$ cat config.mk
export PLATFORM = sky130hd
export DESIGN_NAME = swdl_link
export DESIGN_NICKNAME = d
export VERILOG_FILES = /design/src/hw/swdl_tick.v /design/src/hw/swdl_fifo.v /design/src/hw/swdl_link.v
export VERILOG_INCLUDE_DIRS = /design/src /design/src/hw
export SDC_FILE = /design/constraint.sdc
export NUM_CORES = 1
export LEC_CHECK = 0
export BUFFER_PORTS_ARGS = -buffer_cell sky130_fd_sc_hd__buf_2
export CORE_AREA = 2 2 203 205
export DETAILED_ROUTE_END_ITERATION = 7
export DIE_AREA = 0 0 205 207
export SLEW_MARGIN = 15
export SYNTH_ARGS = -nofsm -noshare
export SYNTH_HDL_FRONTEND = slang
export SYNTH_HIERARCHICAL = 1
export SYNTH_SLANG_ARGS = --single-unit
$ cat constraint.sdc
create_clock -name clk -period 5.8 [get_ports clk]
set_input_delay 0.58 -clock clk [delete_from_list [all_inputs] [get_ports clk]]
set_output_delay 0.58 -clock clk [all_outputs]
set_load 0.01 [all_outputs]
$ cat src/hw/swdl_defines.vh
// Constants for the single-wire debug link bit engine
`ifndef SWDL_DEFINES_VH
`define SWDL_DEFINES_VH

// ****************************************
// Bit timing, in debug-clock ticks
// ****************************************
`define SWDL_BIT_NOM 8'h10
`define SWDL_BIT_SAMPLE 8'h0A
`define SWDL_ONE_PULSE 8'h07
`define SWDL_ZERO_LOW 8'h0D
`define SWDL_TIMEOUT 10'h200

// ****************************************
// Rate probe timing
// ****************************************
`define SWDL_SYNC_DET 8'h80
`define SWDL_SYNC_GAP 8'h10
`define SWDL_SYNC_LOW 8'h80

// ****************************************
// Framing and command classes
// ****************************************
`define SWDL_BYTE_LAST 3'h7
`define SWDL_CMD_CLASS_BIT 7
`define SWDL_SEL_ALT 1'b1

// ****************************************
// Engine states
// ****************************************
`define SWDL_ST_IDLE 3'h0
`define SWDL_ST_HBIT 3'h1
`define SWDL_ST_TBIT 3'h2
`define SWDL_ST_SWAIT 3'h3
`define SWDL_ST_SGAP 3'h4
`define SWDL_ST_SLOW 3'h5
`define SWDL_ST_SPULSE 3'h6

`endif

$ cat src/hw/swdl_tick.v
// Debug clock source selection as a tick enable
`timescale 1ns/1ps
`include "swdl_defines.vh"

module swdl_tick
(
  input wire clk,
  input wire rst,
  input wire ce,
  input wire clk_sel,
  input wire alt_tick,
  output wire tick
);
  reg tick_q;

  // One clock domain: the alternate source arrives as a tick, not a clock
  always @(posedge clk or posedge rst)
  begin
    if (rst)
      tick_q <= 1'b0;
    else if (ce)
      tick_q <= (clk_sel == `SWDL_SEL_ALT) ? alt_tick : 1'b1;
  end

  assign tick = tick_q;
endmodule // swdl_tick

$ cat src/hw/swdl_fifo.v
// Received byte FIFO with registered output stage
`timescale 1ns/1ps

module swdl_fifo
#(
  parameter W = 9,
  parameter DEPTH = 16,
  parameter AW = 4
)
(
  input wire clk,
  input wire rst,
  input wire ce,
  input wire [W-1:0] in_data,
  input wire in_valid,
  output wire in_ready,
  output wire [W-1:0] out_data,
  output wire out_valid,
  input wire out_ready
);
  localparam [AW:0] FULL_CNT = DEPTH;
  reg [W-1:0] mem_q [0:DEPTH-1];
  reg [AW-1:0] wr_q;
  reg [AW-1:0] rd_q;
  reg [AW:0] cnt_q;
  reg [AW:0] cnt_d;
  reg in_ready_q;
  reg out_valid_q;
  reg [W-1:0] out_data_q;
  wire push;
  wire load;

  assign push = in_valid & in_ready_q;
  assign load = (cnt_q != {(AW+1){1'b0}}) & (~out_valid_q | out_ready);

  always @*
  begin
    cnt_d = cnt_q + {{AW{1'b0}}, push} - {{AW{1'b0}}, load};
  end

  genvar i;
  generate
    for (i = 0; i < DEPTH; i = i + 1)
    begin : g_entry
      always @(posedge clk or posedge rst)
      begin
        if (rst)
          mem_q[i] <= {W{1'b0}};
        else if (ce && push && wr_q == i)
          mem_q[i] <= in_data;
      end
    end
  endgenerate

  always @(posedge clk or posedge rst)
  begin
    if (rst)
    begin
      wr_q <= {AW{1'b0}};
      rd_q <= {AW{1'b0}};
      cnt_q <= {(AW+1){1'b0}};
      in_ready_q <= 1'b1;
      out_valid_q <= 1'b0;
      out_data_q <= {W{1'b0}};
    end
    else if (ce)
    begin
      cnt_q <= cnt_d;
      // Ready is registered from the next count, so it drops just as the last entry fills
      in_ready_q <= cnt_d < FULL_CNT;
      if (push)
        wr_q <= wr_q + {{(AW-1){1'b0}}, 1'b1};
      if (load)
      begin
        rd_q <= rd_q + {{(AW-1){1'b0}}, 1'b1};
        out_data_q <= mem_q[rd_q];
        out_valid_q <= 1'b1;
      end
      else if (out_ready)
        out_valid_q <= 1'b0;
    end
  end

  assign in_ready = in_ready_q;
  assign out_data = out_data_q;
  assign out_valid = out_valid_q;
endmodule // swdl_fifo

$ cat src/hw/swdl_link.v
// Bit engine of the single-wire debug link, device end
`timescale 1ns/1ps
`include "swdl_defines.vh"

// Notes on behaviour
// - Memory and controller-register commands accepted at any time, program running or not.
// - Register, step and resume commands honoured only in the debug halt state.
// - Bits travel MSB first, nominally 16 debug-clock ticks per bit.
// - 512 ticks without host falling edge aborts the command, nothing changed.
// - Debug clock is bus clock or alternate source, per select bit.
// - Perceived start 0-1 tick after the fall; host bit sampled ten ticks later.
// - Driver stays off through every host-to-target bit.
// - Sending one: undriven until tick seven, then brief high pulse.
// - Sending zero: low 13 ticks from start, then brief high pulse.
// - Pseudo-open-drain pin with pullup; rises sped by short high pulses.
// - Pin high at reset means normal start; low means debug halt start.
// - Rate-probe request answered with a timed response pulse.
// - Link works any time, no reset needed, no user resources used.
// - Probe answer: await high, wait 16, low 128, one-tick pulse, release.
// - Each command opens with an 8-bit code; pauses are 16 ticks.
module swdl_link
#(
  parameter DATA_W = 8,
  parameter FIFO_DEPTH = 16,
  parameter FIFO_AW = 4
)
(
  input wire clk,
  input wire rst,
  input wire ce,
  input wire debug_clock_select,
  input wire alt_clk_tick,
  input wire cpu_halted,
  input wire debug_wire_pin_in,
  output wire debug_wire_pin_out,
  output wire debug_wire_pin_oe,
  output wire debug_wire_pullup_en,
  output wire [DATA_W-1:0] rx_data,
  output wire rx_is_cmd,
  output wire rx_valid,
  input wire rx_ready,
  input wire [DATA_W-1:0] tx_data,
  input wire tx_valid,
  output wire tx_ready,
  input wire cmd_done,
  output wire abort,
  output wire cmd_refused,
  output wire rx_overrun,
  output wire halt_at_start
);
  // ****************************************
  // Declarations
  // ****************************************
  wire tick;
  wire fifo_in_ready;
  wire [DATA_W:0] fifo_out;
  wire fall;
  wire busy;
  wire sync_seen;
  reg [2:0] st_q, st_d;
  reg [7:0] cnt_q, cnt_d;
  reg [7:0] low_q, low_d;
  reg [9:0] tmo_q, tmo_d;
  reg pin_prev_q;
  reg oe_q, oe_d;
  reg out_q, out_d;
  reg [DATA_W-1:0] rx_sh_q, rx_sh_d;
  reg [2:0] rx_bits_q, rx_bits_d;
  reg [DATA_W-1:0] tx_sh_q, tx_sh_d;
  reg [3:0] tx_left_q, tx_left_d;
  reg tx_ready_q, tx_ready_d;
  reg expect_cmd_q, expect_cmd_d;
  reg rxh_valid_q, rxh_valid_d;
  reg [DATA_W:0] rxh_q, rxh_d;
  reg abort_q, abort_d;
  reg refused_q, refused_d;
  reg overrun_q, overrun_d;
  reg strap_done_q;
  reg halt_start_q;
  reg pullup_q;
  reg [DATA_W-1:0] byte_w;

  // ****************************************
  // Debug clock and received-byte buffer
  // ****************************************
  swdl_tick u_tick
  (
    .clk(clk),
    .rst(rst),
    .ce(ce),
    .clk_sel(debug_clock_select),
    .alt_tick(alt_clk_tick),
    .tick(tick)
  );

  swdl_fifo
  #(
    .W(DATA_W + 1),
    .DEPTH(FIFO_DEPTH),
    .AW(FIFO_AW)
  )
  u_fifo
  (
    .clk(clk),
    .rst(rst),
    .ce(ce),
    .in_data(rxh_q),
    .in_valid(rxh_valid_q),
    .in_ready(fifo_in_ready),
    .out_data(fifo_out),
    .out_valid(rx_valid),
    .out_ready(rx_ready)
  );

  // ****************************************
  // Line observation
  // ****************************************
  // Fall seen on a tick gives the 0-1 tick start uncertainty
  assign fall = tick & pin_prev_q & ~debug_wire_pin_in;
  assign busy = ~expect_cmd_q | (rx_bits_q != 3'h0) | (tx_left_q != 4'h0);
  // A normal bit never stays low this long
  assign sync_seen = (low_q == `SWDL_SYNC_DET) & (st_q != `SWDL_ST_SWAIT);

  // ****************************************
  // Next-state logic
  // ****************************************
  always @*
  begin
    st_d = st_q;
    cnt_d = cnt_q;
    low_d = low_q;
    tmo_d = tmo_q;
    oe_d = oe_q;
    out_d = out_q;
    rx_sh_d = rx_sh_q;
    rx_bits_d = rx_bits_q;
    tx_sh_d = tx_sh_q;
    tx_left_d = tx_left_q;
    tx_ready_d = tx_ready_q;
    expect_cmd_d = expect_cmd_q;
    rxh_valid_d = rxh_valid_q & ~fifo_in_ready;
    rxh_d = rxh_q;
    abort_d = 1'b0;
    refused_d = 1'b0;
    overrun_d = 1'b0;
    byte_w = {rx_sh_q[DATA_W-2:0], debug_wire_pin_in};

    if (cmd_done)
      expect_cmd_d = 1'b1;
    if (tx_valid && tx_ready_q)
    begin
      tx_sh_d = tx_data;
      tx_left_d = 4'h8;
      tx_ready_d = 1'b0;
    end

    if (tick)
    begin
      // Low time counts only while we are not driving
      if (!debug_wire_pin_in && !oe_q && low_q != `SWDL_SYNC_DET)
        low_d = low_q + 8'h01;
      else if (debug_wire_pin_in || oe_q)
        low_d = 8'h00;

      if (fall)
        tmo_d = 10'h000;
      else if (busy && tmo_q != `SWDL_TIMEOUT)
        tmo_d = tmo_q + 10'h001;

      case (st_q)
        `SWDL_ST_IDLE:
        begin
          if (fall)
          begin
            cnt_d = 8'h01;
            if (tx_left_q != 4'h0)
            begin
              st_d = `SWDL_ST_TBIT;
              oe_d = ~tx_sh_q[DATA_W-1];
              out_d = 1'b0;
            end
            else
              st_d = `SWDL_ST_HBIT;
          end
        end
        `SWDL_ST_HBIT:
        begin
          cnt_d = cnt_q + 8'h01;
          if (cnt_q == `SWDL_BIT_SAMPLE)
          begin
            // Bits arrive MSB first
            rx_sh_d = byte_w;
            rx_bits_d = rx_bits_q + 3'h1;
            st_d = `SWDL_ST_IDLE;
            if (rx_bits_q == `SWDL_BYTE_LAST)
            begin
              expect_cmd_d = 1'b0;
              if (expect_cmd_q && !byte_w[`SWDL_CMD_CLASS_BIT] && !cpu_halted)
                refused_d = 1'b1;
              else if (rxh_valid_q && !fifo_in_ready)
                overrun_d = 1'b1;
              else
              begin
                rxh_valid_d = 1'b1;
                rxh_d = {expect_cmd_q, byte_w};
              end
            end
          end
        end
        `SWDL_ST_TBIT:
        begin
          cnt_d = cnt_q + 8'h01;
          // Count equals ticks since the perceived start
          if (tx_sh_q[DATA_W-1])
          begin
            if (cnt_q == `SWDL_ONE_PULSE)
            begin
              oe_d = 1'b1;
              out_d = 1'b1;
            end
            else if (cnt_q == `SWDL_ONE_PULSE + 8'h01)
              oe_d = 1'b0;
          end
          else if (cnt_q == `SWDL_ZERO_LOW)
            out_d = 1'b1;
          else if (cnt_q == `SWDL_ZERO_LOW + 8'h01)
            oe_d = 1'b0;
          if ((tx_sh_q[DATA_W-1] && cnt_q == `SWDL_ONE_PULSE + 8'h01) ||
              (!tx_sh_q[DATA_W-1] && cnt_q == `SWDL_ZERO_LOW + 8'h01))
          begin
            st_d = `SWDL_ST_IDLE;
            out_d = 1'b0;
            tx_sh_d = {tx_sh_q[DATA_W-2:0], 1'b0};
            tx_left_d = tx_left_q - 4'h1;
            tx_ready_d = (tx_left_q == 4'h1);
          end
        end
        `SWDL_ST_SWAIT:
        begin
          if (debug_wire_pin_in)
          begin
            st_d = `SWDL_ST_SGAP;
            cnt_d = 8'h01;
          end
        end
        `SWDL_ST_SGAP:
        begin
          cnt_d = cnt_q + 8'h01;
          // Gap lets the host finish its own speedup pulse
          if (cnt_q == `SWDL_SYNC_GAP)
          begin
            st_d = `SWDL_ST_SLOW;
            cnt_d = 8'h01;
            oe_d = 1'b1;
            out_d = 1'b0;
          end
        end
        `SWDL_ST_SLOW:
        begin
          cnt_d = cnt_q + 8'h01;
          if (cnt_q == `SWDL_SYNC_LOW)
          begin
            st_d = `SWDL_ST_SPULSE;
            out_d = 1'b1;
          end
        end
        `SWDL_ST_SPULSE:
        begin
          st_d = `SWDL_ST_IDLE;
          oe_d = 1'b0;
          out_d = 1'b0;
        end
        default:
        begin
          st_d = `SWDL_ST_IDLE;
          oe_d = 1'b0;
        end
      endcase

      // Abort drops partial bytes and pending answers only
      if ((busy && tmo_q == `SWDL_TIMEOUT && !fall) || sync_seen)
      begin
        abort_d = 1'b1;
        st_d = sync_seen ? `SWDL_ST_SWAIT : `SWDL_ST_IDLE;
        oe_d = 1'b0;
        out_d = 1'b0;
        rx_bits_d = 3'h0;
        tx_left_d = 4'h0;
        tx_ready_d = 1'b1;
        expect_cmd_d = 1'b1;
        tmo_d = 10'h000;
        refused_d = 1'b0;
        rxh_valid_d = rxh_valid_q & ~fifo_in_ready;
      end
    end
  end

  // ****************************************
  // State registers
  // ****************************************
  always @(posedge clk or posedge rst)
  begin
    if (rst)
    begin
      st_q <= `SWDL_ST_IDLE;
      cnt_q <= 8'h00;
      low_q <= 8'h00;
      tmo_q <= 10'h000;
      pin_prev_q <= 1'b1;
      oe_q <= 1'b0;
      out_q <= 1'b0;
      rx_sh_q <= {DATA_W{1'b0}};
      rx_bits_q <= 3'h0;
      tx_sh_q <= {DATA_W{1'b0}};
      tx_left_q <= 4'h0;
      tx_ready_q <= 1'b1;
      expect_cmd_q <= 1'b1;
      rxh_valid_q <= 1'b0;
      rxh_q <= {(DATA_W+1){1'b0}};
      abort_q <= 1'b0;
      refused_q <= 1'b0;
      overrun_q <= 1'b0;
      strap_done_q <= 1'b0;
      halt_start_q <= 1'b0;
      pullup_q <= 1'b0;
    end
    else if (ce)
    begin
      st_q <= st_d;
      cnt_q <= cnt_d;
      low_q <= low_d;
      tmo_q <= tmo_d;
      // Strap edge seeds the detector, so a pin held low is no fall
      if (tick || !strap_done_q)
        pin_prev_q <= debug_wire_pin_in;
      oe_q <= oe_d;
      out_q <= out_d;
      rx_sh_q <= rx_sh_d;
      rx_bits_q <= rx_bits_d;
      tx_sh_q <= tx_sh_d;
      tx_left_q <= tx_left_d;
      tx_ready_q <= tx_ready_d;
      expect_cmd_q <= expect_cmd_d;
      rxh_valid_q <= rxh_valid_d;
      rxh_q <= rxh_d;
      abort_q <= abort_d;
      refused_q <= refused_d;
      overrun_q <= overrun_d;
      // Pullup on from the first enabled edge after reset, so an unconnected pin reads high
      pullup_q <= 1'b1;
      // Strap caught once, on the first enabled edge after release
      if (!strap_done_q)
      begin
        strap_done_q <= 1'b1;
        halt_start_q <= ~debug_wire_pin_in;
      end
    end
  end

  // ****************************************
  // Outputs
  // ****************************************
  assign debug_wire_pin_out = out_q;
  assign debug_wire_pin_oe = oe_q;
  assign debug_wire_pullup_en = pullup_q;
  assign rx_data = fifo_out[DATA_W-1:0];
  assign rx_is_cmd = fifo_out[DATA_W];
  assign tx_ready = tx_ready_q;
  assign abort = abort_q;
  assign cmd_refused = refused_q;
  assign rx_overrun = overrun_q;
  assign halt_at_start = halt_start_q;
endmodule // swdl_link

==> flow_summary.html <==
<table>
<tr><th>Metric</th><th>Value</th></tr>
<tr><th colspan="2">Synthesis</th></tr>
<tr><td>Synthesis warning total</td><td>6</td></tr>
<tr><td>Cell Area, Synth</td><td>12000 um^2</td></tr>
<tr><td>Async set-reset flop share out of synthesis</td><td>100%</td></tr>
<tr><td>Post-synth net total</td><td>964</td></tr>
<tr><td>Synth Area in Compound Gates</td><td>7.26%</td></tr>
<tr><td>XOR/XNOR share of the synthesized area</td><td>1.58%</td></tr>
<tr><td>Syn Inst Count</td><td>921</td></tr>
<tr><td>Area fraction in and, or, nand and nor cells after synthesis</td><td>11.5%</td></tr>
<tr><td>Post-synthesis cell type count</td><td>80</td></tr>
<tr><td>Largest family of logic cells by synthesized area</td><td>multiplexers</td></tr>
<tr><td>Portion of the post-synthesis area used by sequential elements</td><td>50.3%</td></tr>
<tr><td>Post-synth top flop</td><td>sky130_fd_sc_hd__dfrtp_1</td></tr>
<tr><td>Count of flip-flops with a built-in enable after synthesis</td><td>0</td></tr>
<tr><td>Number of synthesized register bits</td><td>240</td></tr>
<tr><td>Area share of fa/ha/maj cells after synthesis</td><td>2.68%</td></tr>
<tr><td>Multiplexer share of the synthesized area</td><td>23.8%</td></tr>
<tr><td>Average cell area after synthesis</td><td>13.0 um^2</td></tr>
<tr><th colspan="2">Clock tree</th></tr>
<tr><td>Number of cells upsized or downsized after cts</td><td>0</td></tr>
<tr><td>Largest buffer count on any clock path</td><td>3</td></tr>
<tr><td>H-tree lvl count</td><td>1</td></tr>
<tr><td>Clock Tree Root</td><td>sky130_fd_sc_hd__clkbuf_16</td></tr>
<tr><td>TritonCTS Buffers</td><td>27</td></tr>
<tr><td>Sink count of the clock tree</td><td>240</td></tr>
<tr><td>Post-CTS setup buffer count</td><td>0</td></tr>
<tr><td>CTS tree</td><td>done</td></tr>
<tr><td>Worst skew pair latency</td><td>0.56 ns</td></tr>
<tr><td>Worst-path clk slew</td><td>0.06 ns</td></tr>
<tr><th colspan="2">Worst setup path</th></tr>
<tr><td>Crit path required time</td><td>6.23 ns</td></tr>
<tr><td>Kind of capture point of the worst setup path</td><td>flop</td></tr>
<tr><td>Startpoint-to-endpoint class of the critical path</td><td>input pin to flop</td></tr>
<tr><td>Kind of launch point of the worst setup path</td><td>input pin</td></tr>
<tr><td>Data arrival time at the worst-slack endpoint</td><td>3.27 ns</td></tr>
<tr><td>Largest fanout on the critical path</td><td>32</td></tr>
<tr><th colspan="2">Timing</th></tr>
<tr><td>Slew Viols, Final</td><td>0</td></tr>
<tr><td>Maximum operating frequency</td><td>0.352 GHz</td></tr>
<tr><td>Max-Slew Margin vs Limit</td><td>31.0%</td></tr>
<tr><td>Final Worst Setup Slack</td><td>2.96 ns</td></tr>
<tr><td>Sum of negative setup slack</td><td>0 ns</td></tr>
<tr><td>Endpoints failing setup</td><td>0</td></tr>
<tr><td>Final Hold Vio Count</td><td>0</td></tr>
<tr><td>Slew of the pin with the lowest slew margin</td><td>1.04 ns</td></tr>
<tr><td>Unrepaired setup endpoints after global routing</td><td>false</td></tr>
<tr><td>Setup skew after layout</td><td>0.0242 ns</td></tr>
<tr><td>Period utilization</td><td>49.0%</td></tr>
<tr><td>Fin Hold WS</td><td>0.223 ns</td></tr>
<tr><td>Post-route minimum period</td><td>2.84 ns</td></tr>
<tr><th colspan="2">Detailed routing</th></tr>
<tr><td>Wire per inst</td><td>16.3 um</td></tr>
<tr><td>Via count</td><td>7301</td></tr>
<tr><td>Final wirelength</td><td>24500 um</td></tr>
<tr><td>Count of unresolved DRC violations after routing</td><td>0</td></tr>
<tr><td>Number of optimization iterations in the first detailed-route pass</td><td>4</td></tr>
<tr><td>Vias per cell</td><td>4.86</td></tr>
<tr><td>Antenna viol nets, final</td><td>0</td></tr>
<tr><td>Detailed router's first-iteration violation count</td><td>318</td></tr>
<tr><th colspan="2">Floorplan</th></tr>
<tr><td>Std-Cell Rows</td><td>74</td></tr>
<tr><td>Standard cell core area</td><td>40400 um^2</td></tr>
<tr><td>Die outline width</td><td>205 um</td></tr>
<tr><td>Die Area</td><td>42400 um^2</td></tr>
<tr><td>IO Count</td><td>36</td></tr>
<tr><td>Starting Density</td><td>29.6%</td></tr>
<tr><td>Chip height</td><td>207 um</td></tr>
<tr><th colspan="2">Job</th></tr>
<tr><td>Number of maximum-capacitance violations</td><td>0</td></tr>
<tr><th colspan="2">Placement</th></tr>
<tr><td>Area after DPL</td><td>12600 um^2</td></tr>
<tr><td>RD Place Congestion</td><td>0.760</td></tr>
<tr><td>Detailed Place HPWL</td><td>16100 um</td></tr>
<tr><td>Buffers on Ports</td><td>35</td></tr>
<tr><td>Place WS</td><td>2.42 ns</td></tr>
<tr><th colspan="2">Global routing</th></tr>
<tr><td>Antenna violations before repair</td><td>0</td></tr>
<tr><td>Largest net degree at the start of global routing</td><td>85</td></tr>
<tr><td>Overall global routing resource usage</td><td>12.0%</td></tr>
<tr><td>Number of global-route vias before repair</td><td>7558</td></tr>
<tr><td>Global-route wire length before repair</td><td>41500 um</td></tr>
<tr><td>Final global-route overflow total</td><td>0</td></tr>
<tr><th colspan="2">Finish</th></tr>
<tr><td>Nets</td><td>991</td></tr>
<tr><td>Fraction of final layout cells sized beyond drive strength 1</td><td>34.4%</td></tr>
<tr><td>Area of the multi-input gates</td><td>5590 um^2</td></tr>
<tr><td>Area taken by flip-flops and latches</td><td>6010 um^2</td></tr>
<tr><td>Finished Cell Area</td><td>13500 um^2</td></tr>
<tr><td>Antenna Cells</td><td>0</td></tr>
<tr><td>Total of fill cells in the finished design</td><td>4018</td></tr>
<tr><td>Area added between synthesis and finish</td><td>12.8%</td></tr>
<tr><th colspan="2">Power and ir drop</th></tr>
<tr><td>Cell area power density</td><td>356 nW/um^2</td></tr>
<tr><td>Final Total Pwr</td><td>4800 uW</td></tr>
<tr><td>Static power due to leakage</td><td>0.00641 uW</td></tr>
<tr><td>Worst-case vdd ir drop</td><td>0.000246 V</td></tr>
<tr><th colspan="2">Worst hold path</th></tr>
<tr><td>Tightest Hold Check Type</td><td>input pin to flop</td></tr>
<tr><th colspan="2">Status</th></tr>
<tr><td>Run status</td><td>completed</td></tr>
</table>
## routing by layer
metal | routed length, um | vias up | global-route usage (%)
li1 | - | 3426 | -
met1 | 11500 | 3722 | 16.9
met2 | 11300 | 111 | 18.8
met3 | 1050 | 42 | 2.27
met4 | 557 | 0 | 3.32
met5 | 0 | - | 0
## metrics by stage
stage / util, % / cells
2_1_floorplan: - / 921
3_3_place_gp: 31.2 / 1450
3_5_place_dp: 31.2 / 1450
4_1_cts: 33.4 / 1501
5_1_grt: 33.4 / 1501
6_report: 33.4 / 1501
## repair_timing
action | 4_1_cts | 5_1_grt
endpoints found under the hold margin | 1 | 0
setup endpoints to repair | 0 | 0
hold buffers | 1 | 0
## Yosys cell counts (13+ instances only)
cell type	number	share of area, %
sky130_fd_sc_hd__nand2_1	41	1.3
sky130_fd_sc_hd__mux2i_1	13	1.1
sky130_fd_sc_hd__mux4_2	36	6.8
sky130_fd_sc_hd__mux2_2	147	14
sky130_fd_sc_hd__a21oi_1	27	1.1
sky130_fd_sc_hd__nand3_1	16	0.67
sky130_fd_sc_hd__clkbuf_1	16	0.50
sky130_fd_sc_hd__nor2_1	52	1.6
sky130_fd_sc_hd__inv_1	30	0.94
sky130_fd_sc_hd__dfrtp_1	236	49
sky130_fd_sc_hd__nand2b_1	14	0.73
sky130_fd_sc_hd__o22ai_1	17	0.89
sky130_fd_sc_hd__ha_1	24	2.5
sky130_fd_sc_hd__buf_2	15	0.63
sky130_fd_sc_hd__o21ai_0	40	1.7
## cell usage in the layout, fill, tap and decap left out, drive strengths merged, types with 2 or more instances in the layout
cell | Yosys | final
and3 | 6 | 6
mux2 | 166 | 166
xnor2 | 11 | 11
inv | 30 | 33
nor3b | 3 | 3
mux4 | 36 | 36
nor4 | 6 | 6
clkbuf | 16 | 38
o21ai | 41 | 41
nand3 | 20 | 20
o22ai | 17 | 17
nand4 | 10 | 10
a21o | 5 | 5
nand2 | 47 | 47
clkinv | 1 | 9
nor2b | 4 | 4
o31ai | 8 | 8
a22o | 2 | 2
nor2 | 66 | 66
o211ai | 2 | 2
xor2 | 8 | 8
or2 | 6 | 6
dfstp | 4 | 4
o2111ai | 2 | 2
buf | 27 | 40
dfrtp | 236 | 236
a21oi | 29 | 29
a41oi | 2 | 2
and3b | 3 | 3
ha | 24 | 24
nor4b | 4 | 4
nand2b | 15 | 15
nor3 | 12 | 12
a31oi | 5 | 5
a31o | 2 | 2
mux2i | 13 | 13
a211o | 2 | 2
nand3b | 2 | 2
a221oi | 10 | 10
and2 | 6 | 6
## critical path, cell delays in order
cell and delay (ns):
sky130_fd_sc_hd__buf_2 0.46, sky130_fd_sc_hd__clkinv_1 0.45, sky130_fd_sc_hd__nor2_2 0.66, sky130_fd_sc_hd__nand4_4 0.35, sky130_fd_sc_hd__nor2_4 0.23, sky130_fd_sc_hd__nand3_4 0.19
sky130_fd_sc_hd__mux2_4 0.34
## final timing paths
path                                           from                    endpoint  slack (ns)  depth (start not counted)
setup / recovery                                 ce        rxh_q[3]$_DFFE_PP0P_        2.96                          7
hold / removal                   debug_clock_select     u_tick/tick$_DFFE_PP0P_        0.22                          2
setup reg to reg           tx_left_q[0]$_DFFE_PP0P_         st_q[0]$_DFFE_PP0P_        2.98                          8
hold reg to reg              rx_overrun$_DFFE_PP0P_      rx_overrun$_DFFE_PP0P_        0.48                          1
max in group asynchronous                       rst  u_fifo/rd_q[0]$_DFFE_PP0P_        3.97                          4
min in group asynchronous                       rst     u_tick/tick$_DFFE_PP0P_        0.47                          3
## registers in the layout, summed over array words and instances, names as in the netlist, 3 cells and up
register and flops:
u_fifo/cnt_q 5, rx_sh_q 7, u_fifo/mem_q 144, tx_left_q 4, rx_bits_q 3, low_q 8
u_fifo/rd_q 4, cnt_q 8, u_fifo/out_data 9, st_q 3, u_fifo/wr_q 4, tx_sh_q 8
tmo_q 10, rxh_q 9
## cell type report
class / count / area share (%)
multi-input combinational: 607 / 41.5
timing repair buffer: 41 / 1.65
inverter: 31 / 0.900
sequential: 240 / 44.6
clock buffer: 38 / 5.83
tap: 532 / 4.94
clock inverter: 12 / 0.631
## where the power goes
part / switching [uW] / internal (uW) / total [uW]
clock: 698 / 953 / 1650
combinational: 616 / 488 / 1100
sequential: 208 / 1840 / 2040
total: 1520 / 3280 / 4800
## cell families after synthesis
family / after synthesis
adders and majority gates: 25
DFF: 240
AOI/OAI and AO/OA: 132
xor gates and xnor gates: 20
and+or+nand+nor: 215
muxes: 215
buffers and inverters: 74
(Power assumes the default switching activity.)
